<file path="config.mk">
export PLATFORM = sky130hd
export DESIGN_NAME = rtca_alarm
export DESIGN_NICKNAME = d
export VERILOG_FILES = /design/src/core/rtca_pkg.sv /design/src/core/rtca_rpt_ctr.sv /design/src/core/rtca_alarm.sv
export SDC_FILE = /design/constraint.sdc
export NUM_CORES = 1
export LEC_CHECK = 0
export ABC_AREA = 1
export BUFFER_PORTS_ARGS = -buffer_cell sky130_fd_sc_hd__buf_2
export CELL_PAD_IN_SITES_DETAIL_PLACEMENT = 1
export CELL_PAD_IN_SITES_GLOBAL_PLACEMENT = 2
export CORE_MARGIN = 2
export CORE_UTILIZATION = 30
export DETAILED_ROUTE_END_ITERATION = 7
export GPL_ROUTABILITY_DRIVEN = 0
export PLACE_DENSITY_LB_ADDON = 0.1
export SYNTH_ARGS = -nofsm -noshare
export SYNTH_HDL_FRONTEND = slang
export SYNTH_SLANG_ARGS = --single-unit
</file>
<file path="constraint.sdc">
create_clock -name core_clk -period 3.4 [get_ports core_clk]
set_input_delay 0.51 -clock core_clk [delete_from_list [all_inputs] [get_ports core_clk]]
set_output_delay 0.51 -clock core_clk [all_outputs]
set_load 0.03 [all_outputs]
</file>
<file path="src/core/rtca_pkg.sv">
// package of constants and types for the alarm repeat and match block
package rtca_pkg;
  localparam int unsigned ADDR_W = 4;
  localparam logic [ADDR_W-1:0] OFF_ALARM_CTRL = 4'h0;
  localparam logic [ADDR_W-1:0] OFF_ALARM_TIME = 4'h4;
  localparam logic [ADDR_W-1:0] OFF_STATUS = 4'h8;
  localparam int unsigned CTRL_EN_BIT = 15;
  localparam int unsigned CTRL_WRAP_BIT = 14;
  localparam logic [31:0] TIME_MASK = 32'h3f7f_7f00;
  localparam logic [7:0] RPT_RESET = 8'h00;
  localparam logic [7:0] RPT_MAX = 8'hff;
  localparam int unsigned SYNC_WIN_CYC = 32;

  typedef struct packed {
    logic [1:0] hours_tens_digit;
    logic [3:0] hours_units_digit;
    logic [2:0] minutes_tens_digit;
    logic [3:0] minutes_units_digit;
    logic [2:0] seconds_tens_digit;
    logic [3:0] seconds_units_digit;
  } rtca_time_t;

  typedef struct packed {
    logic [3:0] addr;
    logic [31:0] wdata;
    logic wr;
    logic rd;
  } rtca_bus_t;

  typedef enum logic [1:0] {
    ST_IDLE = 2'b01,
    ST_HIT = 2'b10
  } rtca_state_t;

  // pack time struct into register layout
  function automatic logic [31:0] rtca_pack(input rtca_time_t t);
    rtca_pack = {2'b00, t.hours_tens_digit, t.hours_units_digit, 1'b0, t.minutes_tens_digit,
                 t.minutes_units_digit, 1'b0, t.seconds_tens_digit, t.seconds_units_digit, 8'h00};
  endfunction

  // unpack register layout into time struct
  function automatic rtca_time_t rtca_unpack(input logic [31:0] w);
    rtca_unpack = '{w[29:28], w[27:24], w[22:20], w[19:16], w[14:12], w[11:8]};
  endfunction
endpackage

</file>
<file path="src/core/rtca_rpt_ctr.sv">
// repeat counter with wrap option and auto disable
`timescale 1ns/1ps
module rtca_rpt_ctr
  import rtca_pkg::*;
(
  input wire logic core_clk,
  input wire logic rst,
  input wire logic wr_en,
  input wire logic [7:0] wr_val,
  input wire logic alarm_event,
  input wire logic repeat_wrap_enable,
  output logic [7:0] alarm_repeat_count,
  output logic last_hit
);
  logic [7:0] cnt_q;
  logic [7:0] cnt_d;
  wire logic at_zero = (cnt_q == 8'h00);

  // decrement, wrap or hold at zero
  assign cnt_d = wr_en ? wr_val :
                 !alarm_event ? cnt_q :
                 !at_zero ? cnt_q - 8'h01 :
                 repeat_wrap_enable ? RPT_MAX : 8'h00;
  assign last_hit = alarm_event && at_zero && !repeat_wrap_enable;
  assign alarm_repeat_count = cnt_q;

  // count register, power-on reset only
  always_ff @(posedge core_clk or posedge rst) begin
    if (rst) begin
      cnt_q <= RPT_RESET;
    end else begin
      cnt_q <= cnt_d;
    end
  end

  repeat_dec_a: assert property (@(posedge core_clk) disable iff (rst)
    !wr_en && alarm_event && cnt_q != 8'h00 |=> cnt_q == $past(cnt_q) - 8'h01)
    else $error("repeat count did not decrement");
  repeat_wrap_a: assert property (@(posedge core_clk) disable iff (rst)
    !wr_en && alarm_event && at_zero |=> cnt_q == ($past(repeat_wrap_enable) ? 8'hff : 8'h00))
    else $error("repeat count wrap wrong");
endmodule

</file>
<file path="src/core/rtca_alarm.sv">
// alarm repeat, enable and time match block with register port
`timescale 1ns/1ps
module rtca_alarm
  import rtca_pkg::*;
(
  input wire logic core_clk,
  input wire logic rst,
  input wire logic [3:0] reg_addr,
  input wire logic [31:0] reg_wdata,
  input wire logic reg_wr,
  input wire logic reg_rd,
  output logic [31:0] reg_rdata,
  input wire logic clock_module_enable,
  input wire logic alarm_sync_flag,
  input wire logic [31:0] time_of_day,
  output logic alarm_event_q,
  output logic alarm_enable_q,
  output logic write_hazard_q
);
  rtca_bus_t bus;
  rtca_time_t alarm_time_q;
  rtca_time_t now;
  rtca_state_t state_q;
  rtca_state_t state_d;
  logic wrap_q;
  logic [7:0] rpt_cnt;
  logic last_hit;
  logic [31:0] rdata_d;
  logic sync_m_q;
  logic sync_q;
  logic en_d;
  logic time_eq;
  logic match;

  assign bus = '{reg_addr, reg_wdata, reg_wr, reg_rd};
  assign now = rtca_unpack(time_of_day);

  // address decode
  wire logic wr_ctrl = bus.wr && (bus.addr == OFF_ALARM_CTRL);
  wire logic wr_time = bus.wr && (bus.addr == OFF_ALARM_TIME);
  wire logic wr_stat = bus.wr && (bus.addr == OFF_STATUS);

  // time compare, hours minutes seconds
  assign time_eq = (rtca_pack(now) == rtca_pack(alarm_time_q));
  assign match = alarm_enable_q && time_eq && (state_q == ST_IDLE);

  // one event per matching second: wait for match to go away
  always_comb begin
    state_d = state_q;
    case (state_q)
      ST_IDLE: begin
        if (match) begin
          state_d = ST_HIT;
        end
      end
      ST_HIT: begin
        if (!(time_eq && alarm_enable_q)) begin
          state_d = ST_IDLE;
        end
      end
      default: begin
        state_d = ST_IDLE;
      end
    endcase
  end

  rtca_rpt_ctr u_rpt (
    .core_clk(core_clk),
    .rst(rst),
    .wr_en(wr_ctrl),
    .wr_val(bus.wdata[7:0]),
    .alarm_event(alarm_event_q),
    .repeat_wrap_enable(wrap_q),
    .alarm_repeat_count(rpt_cnt),
    .last_hit(last_hit)
  );

  // enable: hardware clear wins over software write
  assign en_d = last_hit ? 1'b0 :
                wr_ctrl ? bus.wdata[CTRL_EN_BIT] : alarm_enable_q;

  // register images and read selects
  wire logic [31:0] ctrl_image = {16'h0000, alarm_enable_q, wrap_q, 6'h00, rpt_cnt};
  wire logic [31:0] time_image = rtca_pack(alarm_time_q) & TIME_MASK;
  wire logic [31:0] stat_image = {29'h0, write_hazard_q, sync_q, state_q == ST_HIT};
  wire logic rd_ctrl = bus.rd && (bus.addr == OFF_ALARM_CTRL);
  wire logic rd_time = bus.rd && (bus.addr == OFF_ALARM_TIME);
  wire logic rd_stat = bus.rd && (bus.addr == OFF_STATUS);

  // read mux, zero when idle or unmapped
  assign rdata_d = rd_ctrl ? ctrl_image :
                   rd_time ? time_image :
                   rd_stat ? stat_image :
                   32'h0000_0000;

  // sync flag enters from another domain
  always_ff @(posedge core_clk or posedge rst) begin
    if (rst) begin
      sync_m_q <= 1'b0;
      sync_q <= 1'b0;
    end else begin
      sync_m_q <= alarm_sync_flag;
      sync_q <= sync_m_q;
    end
  end

  // control and event registers, power-on reset only
  always_ff @(posedge core_clk or posedge rst) begin
    if (rst) begin
      alarm_enable_q <= 1'b0;
      wrap_q <= 1'b0;
      state_q <= ST_IDLE;
      alarm_event_q <= 1'b0;
      reg_rdata <= 32'h0000_0000;
    end else begin
      alarm_enable_q <= en_d;
      if (wr_ctrl) begin
        wrap_q <= bus.wdata[CTRL_WRAP_BIT];
      end
      state_q <= state_d;
      alarm_event_q <= match;
      reg_rdata <= rdata_d;
    end
  end

  // time register: no reset, contents undefined at power-on
  always_ff @(posedge core_clk) begin
    if (wr_time) begin
      alarm_time_q <= rtca_unpack(bus.wdata);
    end
  end

  // sticky flag for a count write during the sync window, set wins
  always_ff @(posedge core_clk or posedge rst) begin
    if (rst) begin
      write_hazard_q <= 1'b0;
    end else if (wr_ctrl && clock_module_enable && sync_q) begin
      write_hazard_q <= 1'b1;
    end else if (wr_stat && bus.wdata[2]) begin
      write_hazard_q <= 1'b0;
    end
  end

  // trigger tally since the last control write, checks the total count
  logic [7:0] tally_base_q;
  logic [8:0] tally_hits_q;
  always_ff @(posedge core_clk or posedge rst) begin
    if (rst) begin
      tally_base_q <= RPT_RESET;
      tally_hits_q <= 9'h000;
    end else if (wr_ctrl) begin
      tally_base_q <= bus.wdata[7:0];
      tally_hits_q <= 9'h000;
    end else if (alarm_event_q && tally_hits_q != 9'h1ff) begin
      tally_hits_q <= tally_hits_q + 9'h001;
    end
  end

  auto_clear_a: assert property (@(posedge core_clk) disable iff (rst)
    alarm_event_q && rpt_cnt == 8'h00 && !wrap_q |=> !alarm_enable_q)
    else $error("enable not cleared on last alarm");
  event_cause_a: assert property (@(posedge core_clk) disable iff (rst)
    alarm_event_q |-> $past(alarm_enable_q) && $past(time_eq))
    else $error("alarm event without match");
  match_fires_a: assert property (@(posedge core_clk) disable iff (rst)
    match |=> alarm_event_q)
    else $error("match did not raise event");
  one_event_a: assert property (@(posedge core_clk) disable iff (rst)
    alarm_event_q |=> !alarm_event_q)
    else $error("event longer than one cycle");
  time_read_a: assert property (@(posedge core_clk) disable iff (rst)
    reg_rd && reg_addr == OFF_ALARM_TIME |=> (reg_rdata & ~TIME_MASK) == 32'h0)
    else $error("unused time bits not zero");
  time_store_a: assert property (@(posedge core_clk) disable iff (rst)
    wr_time |=> alarm_time_q.hours_tens_digit == $past(reg_wdata[29:28]))
    else $error("hours tens not stored");
  hazard_set_a: assert property (@(posedge core_clk) disable iff (rst)
    wr_ctrl && clock_module_enable && sync_q |=> write_hazard_q)
    else $error("hazard flag not set");
  rdata_idle_a: assert property (@(posedge core_clk) disable iff (rst)
    !reg_rd |=> reg_rdata == 32'h0)
    else $error("read data without read");

  // trigger count: all ones gives 256, zero gives one
  trigger_total_a: assert property (@(posedge core_clk) disable iff (rst)
    last_hit && !wr_ctrl |-> tally_hits_q == {1'b0, tally_base_q})
    else $error("wrong number of alarm triggers");

  // stored time digits
  store_hr_units_a: assert property (@(posedge core_clk) disable iff (rst)
    wr_time |=> alarm_time_q.hours_units_digit == $past(reg_wdata[27:24]))
    else $error("hours units not stored");
  store_min_tens_a: assert property (@(posedge core_clk) disable iff (rst)
    wr_time |=> alarm_time_q.minutes_tens_digit == $past(reg_wdata[22:20]))
    else $error("minutes tens not stored");
  store_min_units_a: assert property (@(posedge core_clk) disable iff (rst)
    wr_time |=> alarm_time_q.minutes_units_digit == $past(reg_wdata[19:16]))
    else $error("minutes units not stored");
  store_sec_tens_a: assert property (@(posedge core_clk) disable iff (rst)
    wr_time |=> alarm_time_q.seconds_tens_digit == $past(reg_wdata[14:12]))
    else $error("seconds tens not stored");
  store_sec_units_a: assert property (@(posedge core_clk) disable iff (rst)
    wr_time |=> alarm_time_q.seconds_units_digit == $past(reg_wdata[11:8]))
    else $error("seconds units not stored");

  // read data images
  ctrl_read_a: assert property (@(posedge core_clk) disable iff (rst)
    reg_rd && reg_addr == OFF_ALARM_CTRL |=> reg_rdata[7:0] == $past(rpt_cnt))
    else $error("count read back wrong");
  ctrl_en_read_a: assert property (@(posedge core_clk) disable iff (rst)
    reg_rd && reg_addr == OFF_ALARM_CTRL |=> reg_rdata[15] == $past(alarm_enable_q))
    else $error("enable read back wrong");
  ctrl_wrap_read_a: assert property (@(posedge core_clk) disable iff (rst)
    reg_rd && reg_addr == OFF_ALARM_CTRL |=> reg_rdata[14] == $past(wrap_q))
    else $error("wrap read back wrong");
  ctrl_bits_a: assert property (@(posedge core_clk) disable iff (rst)
    reg_rd && reg_addr == OFF_ALARM_CTRL |=> reg_rdata[31:16] == 16'h0000 && reg_rdata[13:8] == 6'h00)
    else $error("unused control bits not zero");
  status_read_a: assert property (@(posedge core_clk) disable iff (rst)
    reg_rd && reg_addr == OFF_STATUS |=> reg_rdata[2] == $past(write_hazard_q))
    else $error("hazard read back wrong");
  sync_status_a: assert property (@(posedge core_clk) disable iff (rst)
    reg_rd && reg_addr == OFF_STATUS |=> reg_rdata[1] == $past(sync_q))
    else $error("sync read back wrong");
  stat_hit_a: assert property (@(posedge core_clk) disable iff (rst)
    reg_rd && reg_addr == OFF_STATUS |=> reg_rdata[0] == ($past(state_q) == ST_HIT))
    else $error("match state read back wrong");
  stat_bits_a: assert property (@(posedge core_clk) disable iff (rst)
    reg_rd && reg_addr == OFF_STATUS |=> reg_rdata[31:3] == 29'h0)
    else $error("unused status bits not zero");
  unmapped_read_a: assert property (@(posedge core_clk) disable iff (rst)
    reg_rd && reg_addr != OFF_ALARM_CTRL && reg_addr != OFF_ALARM_TIME && reg_addr != OFF_STATUS
    |=> reg_rdata == 32'h0)
    else $error("unmapped read not zero");

  // control fields
  hw_clear_wins_a: assert property (@(posedge core_clk) disable iff (rst)
    last_hit && wr_ctrl |=> !alarm_enable_q)
    else $error("software write beat hardware clear");
  enable_write_a: assert property (@(posedge core_clk) disable iff (rst)
    wr_ctrl && !last_hit |=> alarm_enable_q == $past(reg_wdata[15]))
    else $error("enable not written");
  enable_hold_a: assert property (@(posedge core_clk) disable iff (rst)
    !wr_ctrl && !last_hit |=> alarm_enable_q == $past(alarm_enable_q))
    else $error("enable changed by itself");
  wrap_write_a: assert property (@(posedge core_clk) disable iff (rst)
    wr_ctrl |=> wrap_q == $past(reg_wdata[14]))
    else $error("wrap not written");
  wrap_hold_a: assert property (@(posedge core_clk) disable iff (rst)
    !wr_ctrl |=> wrap_q == $past(wrap_q))
    else $error("wrap changed by itself");
  count_write_a: assert property (@(posedge core_clk) disable iff (rst)
    wr_ctrl |=> rpt_cnt == $past(reg_wdata[7:0]))
    else $error("count not written");
  count_hold_a: assert property (@(posedge core_clk) disable iff (rst)
    !wr_ctrl && !alarm_event_q |=> rpt_cnt == $past(rpt_cnt))
    else $error("count changed without event");
  last_zero_a: assert property (@(posedge core_clk) disable iff (rst)
    last_hit && !wr_ctrl |=> rpt_cnt == 8'h00)
    else $error("count left zero without wrap");

  // write hazard flag
  hazard_clear_a: assert property (@(posedge core_clk) disable iff (rst)
    wr_stat && reg_wdata[2] |=> !write_hazard_q)
    else $error("hazard flag not cleared");
  hazard_hold_a: assert property (@(posedge core_clk) disable iff (rst)
    write_hazard_q && !wr_stat |=> write_hazard_q)
    else $error("hazard flag dropped");
  hazard_quiet_a: assert property (@(posedge core_clk) disable iff (rst)
    !write_hazard_q && !(wr_ctrl && clock_module_enable && sync_q) |=> !write_hazard_q)
    else $error("hazard flag set without cause");
  sync_stage_a: assert property (@(posedge core_clk) disable iff (rst)
    sync_q == $past(sync_m_q))
    else $error("sync stages out of order");

  // event sequencing
  rearm_a: assert property (@(posedge core_clk) disable iff (rst)
    state_q == ST_HIT && time_eq && alarm_enable_q |=> !alarm_event_q)
    else $error("event repeated within one match");
  hit_release_a: assert property (@(posedge core_clk) disable iff (rst)
    state_q == ST_HIT && !time_eq |=> state_q == ST_IDLE)
    else $error("match state not released");
  no_event_off_a: assert property (@(posedge core_clk) disable iff (rst)
    !alarm_enable_q |=> !alarm_event_q)
    else $error("event while disabled");
  event_state_a: assert property (@(posedge core_clk) disable iff (rst)
    alarm_event_q |-> state_q == ST_HIT)
    else $error("event outside match state");
  state_onehot_a: assert property (@(posedge core_clk) disable iff (rst)
    $onehot(state_q))
    else $error("match state not one hot");

  event_cov: cover property (@(posedge core_clk) disable iff (rst) alarm_event_q);
  clear_cov: cover property (@(posedge core_clk) disable iff (rst) last_hit);
  wrap_cov: cover property (@(posedge core_clk) disable iff (rst) alarm_event_q && wrap_q && rpt_cnt == 8'h00);
  hazard_cov: cover property (@(posedge core_clk) disable iff (rst) wr_ctrl && clock_module_enable && sync_q);
endmodule

</file>
==> flow_summary.ini, run 1 <==
[outcome]
status = finished clean

[global_route]
grt_max_degree = 46
grt_pass1_wl_um = 12300
grt_pass1_vias = 2566
grtUsageTotal_pct = 14.7
overflow = 0
antenna_found_initial = 0

[sta]
finalCritPeriodShare_pct = 45.6
max_clock_freq_ghz = 0.645
rsz0062_at_grt = false
layout_setup_ws_ns = 1.85
slew_headroom_pct = 33.0
worst_hold_slack_ns = 0.271
hold_viol = 0
final.min_clock_period_ns = 1.55
finalSetupViolCount = 0
fin_skew_ns = 0.00742
tightestPinTransition_ns = 1.00
fin_setup_tns_ns = 0
drv_slew = 0

[pwr]
p_total_mw = 1.88
p_per_area_nw_per_um2 = 498
vdd_drop_max_mv = 0.164
p_leak_nw = 2.07

[finish]
most-common-layout-cells = buf_2, nand2_1, inv_1
diodes = 0
nets = 518
syn2layout_area_growth_pct = 26.1
utilization_pct = 38.8
drive_gt1_share_pct = 28.4
layout_commonest_cell = buf_2
fillerInstances = 1230

[logic_synthesis]
seq_area_frac_synth_pct = 57.7
avgSynthCellArea_um2 = 8.73
syn_area_um2 = 2990
netlist.area_leader.share_pct = 36.8
yosys-top-cells-area = dfrtp_1, edfxtp_1, nand2_1, inv_1, nor2_1
ys_seq_elements = 65
ys.flop_type = dfrtp_1
netlist.top_cell.by_area = dfrtp_1
yosysUniqueCellTypes = 30
synth_edf_count = 20
synthArstFlopShare_pct = 69.2
synth.yosys.warnings = 0
syn-instance-count = 343

[die]
rows = 36
coreArea_um2 = 9730
initial_core_util_pct = 30.8
dieHeight_um = 104
dieArea_um2 = 10800
ios = 109
die-width_um = 104

[route]
drtIter0Drc = 44
drt_first_pass_iters = 4
ant_nets = 0
drt-wirelength-per-cell_um = 12.8
post-route-drc-count = 0
vias = 2455
via_per_inst = 4.23
wl_um = 7420

[critical_path]
cp_max_fo = 5
reg2reg_to = u_rpt.alarm_repeat_count[0]
cp_common_cell = inv_1
slowest_stage = dfrtp_1
criticalPathCategory = reg -> reg
cp-start-kind = flip-flop
cpLargestDelayFamily = flip-flops
reg2reg_depth = 7
r2r_slack_ns = 1.85
crit_cells = 7
path_cells = inv_1 -> ha_1 -> nand3_1 -> nor2_1 -> inv_1 -> a21oi_1 -> o21ai_2
end_kind = flip-flop
critPathRequiredTime_ns = 3.63
r2r-start = u_rpt.alarm_repeat_count[0]
slowest_delay_ns = 0.38
critical_path_arrival_ns = 1.78
path_buf_inv = 2

[clocking]
clk_path_buf_depth = 2
clkSinkCount = 65
ctsResizeCount = 0
root_buffer = clkbuf_8
clk_latency_ns = 0.35
cts_hold_buf = 0
clk_pin_slew_ns = 0.07
cts_tree = done
post-cts-setup-buffer-count = 0
cts_buffers = 9
h-tree-depth = 3

[hold_path]
worstHoldStart = alarm_sync_flag
whs_endpoint = sync_m_q
min_path_type = in -> reg
hold_depth = 1

[placed_design]
detailed_place_hpwl_um = 5520
place_ws_ns = 1.63
io_buffers = 90

[run]
maxCapViolations = 0
-- stage by stage --
step / cell area [µm²] / instances
after floorplan: 3000 / 345
after global placement: 3590 / 564
after detailed placement: 3590 / 564
after CTS: 3770 / 580
after global routing: 3770 / 580
final: 3770 / 580
-- cell usage after synthesis, types with 2 or more instances --
library cell and count:
nand2_1 88, inv_1 66, nor2_1 57, dfrtp_1 44, edfxtp_1 20, nand3_1 12
o21ai_0 9, o21ai_2 8, a21oi_1 6, o22ai_1 4, buf_4 3, a21oi_2 2
clkbuf_1 2, ha_1 2, nand2_2 2, nand4_1 2, nor4_1 2, or2_0 2
-- state kept, by name, indices dropped and copies added (netlist names) --
signal	flops
alarm_enable_q	1
sync_q	1
u_rpt.alarm_repeat_count	8
sync_m_q	1
alarm_time_q	20
write_hazard_q	1
wrap_q	1
state_q	2
alarm_event_q	1
reg_rdata	29
-- layout make-up --
type | instances | area, µm² | share of cell area, %
sequential | 65 | 1730 | 45.8
clock inverter | 6 | 58.8 | 1.56
multi-input combinational | 206 | 968 | 25.7
inverter | 68 | 260 | 6.89
tap | 133 | 166 | 4.41
clock buffer | 10 | 128 | 3.38
timing repair buffer | 92 | 465 | 12.3
-- logic make-up (layout without fill, tap and decap cells) --
| logic type | after synthesis | count (layout) | share of synthesized area, % |
|---|---|---|---|
| other cells | 1 | 3 | 0.125 |
| flops | 65 | 65 | 57.7 |
| fa+ha+maj | 2 | 2 | 0.836 |
| compound gates | 29 | 29 | 6.27 |
| simple gates | 170 | 170 | 24.1 |
| xor+xnor | 2 | 2 | 0.585 |
| buf+inv | 74 | 176 | 10.4 |
-- per-layer routing --
metal	vias to the layer above	routed length [µm]	global-route usage [%]
met4	0	118	6.37
li1	1231	-	-
met2	70	3330	21.9
met5	-	0	0
met1	1143	3510	19.5
met3	11	455	4.82
-- how the worst max path moves through the flow --
stage                                   to                        start  slack [ns]
2_1_floorplan              alarm_time_q[0]                  reg_addr[2]        0.34
3_3_place_gp   u_rpt.alarm_repeat_count[1]                  reg_addr[1]        1.65
3_5_place_dp   u_rpt.alarm_repeat_count[1]                  reg_addr[1]        1.63
4_1_cts        u_rpt.alarm_repeat_count[0]  u_rpt.alarm_repeat_count[0]        1.84
5_1_grt        u_rpt.alarm_repeat_count[5]  u_rpt.alarm_repeat_count[1]        1.65
6_report       u_rpt.alarm_repeat_count[0]  u_rpt.alarm_repeat_count[0]        1.85
-- power breakdown --
group	switching, mW	internal [mW]
combinational	0.222	0.121
clock	0.306	0.334
sequential	0.0416	0.857
Power figures use the tool's default switching activity.
==> inputs of run 2 (changes only) <==
CORE_UTILIZATION = 28   (was 30)
clock period = 1.48 ns   (was 3.4 ns; I/O delays follow)
==> flow_summary.ini, run 2 (synthesis results as in run 1) <==
[finish]
fin_area_um2 = 4000
multi_input_comb_area_um2 = 1010
most-common-layout-cells = buf_2, nand2_1, inv_1
largest_reg_flops = 29
seq_area_um2 = 1730
diodes = 0
top_register = reg_rdata
fillerInstances = 1280
drive_gt1_share_pct = 32.5
nets = 532
utilization_pct = 38.6
syn2layout_area_growth_pct = 33.6
layout_commonest_cell = buf_2

[sta]
max_clock_freq_ghz = 0.739
fin_skew_ns = 0.0128
rsz0062_at_grt = false
finalCritPeriodShare_pct = 91.4
final.min_clock_period_ns = 1.35
hold_viol = 0
drv_slew = 0
finalSetupViolCount = 0

[global_route]
grt_max_degree = 21
grt_pass1_vias = 2575
grtUsageTotal_pct = 14.4
antenna_found_initial = 0
overflow = 0
grt_pass1_wl_um = 12500

[critical_path]
cp_max_fo = 3
criticalPathCategory = reg -> reg
end_kind = flip-flop
critical_path_arrival_ns = 1.58
cp-start-kind = flip-flop
critPathRequiredTime_ns = 1.71

[run]
maxCapViolations = 0

[outcome]
status = finished clean

[clocking]
clk_pin_slew_ns = 0.08
cts_tree = done
cts_buffers = 9
clk_path_buf_depth = 2
h-tree-depth = 3
root_buffer = clkbuf_8
clkSinkCount = 65
clk_latency_ns = 0.34

[pwr]
p_leak_nw = 2.16
vdd_drop_max_mv = 0.380
p_per_area_nw_per_um2 = 1170

[placed_design]
dpl-instance-area_um2 = 3720
detailed_place_hpwl_um = 6020
io_buffers = 90

[route]
wl_um = 7770
via_per_inst = 4.15
vias = 2475
drtIter0Drc = 58
ant_nets = 0
post-route-drc-count = 0
drt-wirelength-per-cell_um = 13.0
drt_first_pass_iters = 4

[die]
coreArea_um2 = 10400
dieArea_um2 = 11500
initial_core_util_pct = 28.9
dieHeight_um = 107
die-width_um = 107
ios = 109
rows = 37

[hold_path]
min_path_type = in -> reg
==> run 2: final cells by class <==
cell class                      count  share of cell area, %
Clock buffer                       10                   3.19
Clock inverter                      6                   2.32
Inverter                           68                   6.51
Multi-Input combinational cell    206                   25.2
Sequential cell                    65                   43.2
Tap cell                          136                   4.26
Timing Repair Buffer              106                   15.3
==> run 2: path summary, 6_finish.rpt <==
kind                                        startpoint  slack (ns)                     endpoint  depth (start not counted)
setup / recovery           u_rpt.alarm_repeat_count[0]        0.13  u_rpt.alarm_repeat_count[6]                          9
hold / removal                           reg_wdata[28]        0.05             alarm_time_q[18]                          1
setup reg to reg           u_rpt.alarm_repeat_count[0]        0.13  u_rpt.alarm_repeat_count[6]                          9
hold reg to reg                               sync_m_q        0.35                       sync_q                          0
max in group asynchronous                          rst        0.65                     sync_m_q                          4
min in group asynchronous                          rst        0.36                reg_rdata[16]                          3
==> run 2: power by group <==
group | total [mW] | internal (mW) | switching, mW
registers | 2.07 | 1.97 | 0.0983
clock network | 1.68 | 0.958 | 0.726
logic | 0.939 | 0.371 | 0.569
==> run 2: critical path: stages, from the launching register on <==
cell     delay, ns
dfrtp_1       0.39
inv_2         0.10
ha_2          0.20
nand2_1       0.11
nor2_2        0.12
nand3_1       0.08
nand3_1       0.09
nand2_1       0.06
nand3_1       0.06
nand2_1       0.05
==> run 2: layer usage <==
metal  routed length, µm  track usage [%]  part of all wire, %
met5                   0                0                    0
met4                 118             5.49                  1.5
met3                 550             3.45                  7.1
met2                3450             22.2                   44
met1                3650             19.5                   47
==> run 2: timing repair <==
action	CTS	global route
pin swaps	0	4
setup buffers	0	1
hold buffers	2	0
endpoints found under the setup margin	2	9
endpoints found under the hold margin	9	0
gates resized for setup	1	10
==> run 2: stage by stage <==
step	hold slack [ns]	power (mW)	std cells	worst slack, ns	TNS [ns]
finish	0.0476	4.69	597	0.127	0
global route	0.0311	4.97	597	0.00321	0
CTS	0.0321	4.69	596	0.0318	0
detailed placement	0.182	2.98	578	0.0183	0
global placement	0.182	2.97	578	0.0293	0
floorplan	0.253	2.64	345	-0.0278	-0.557
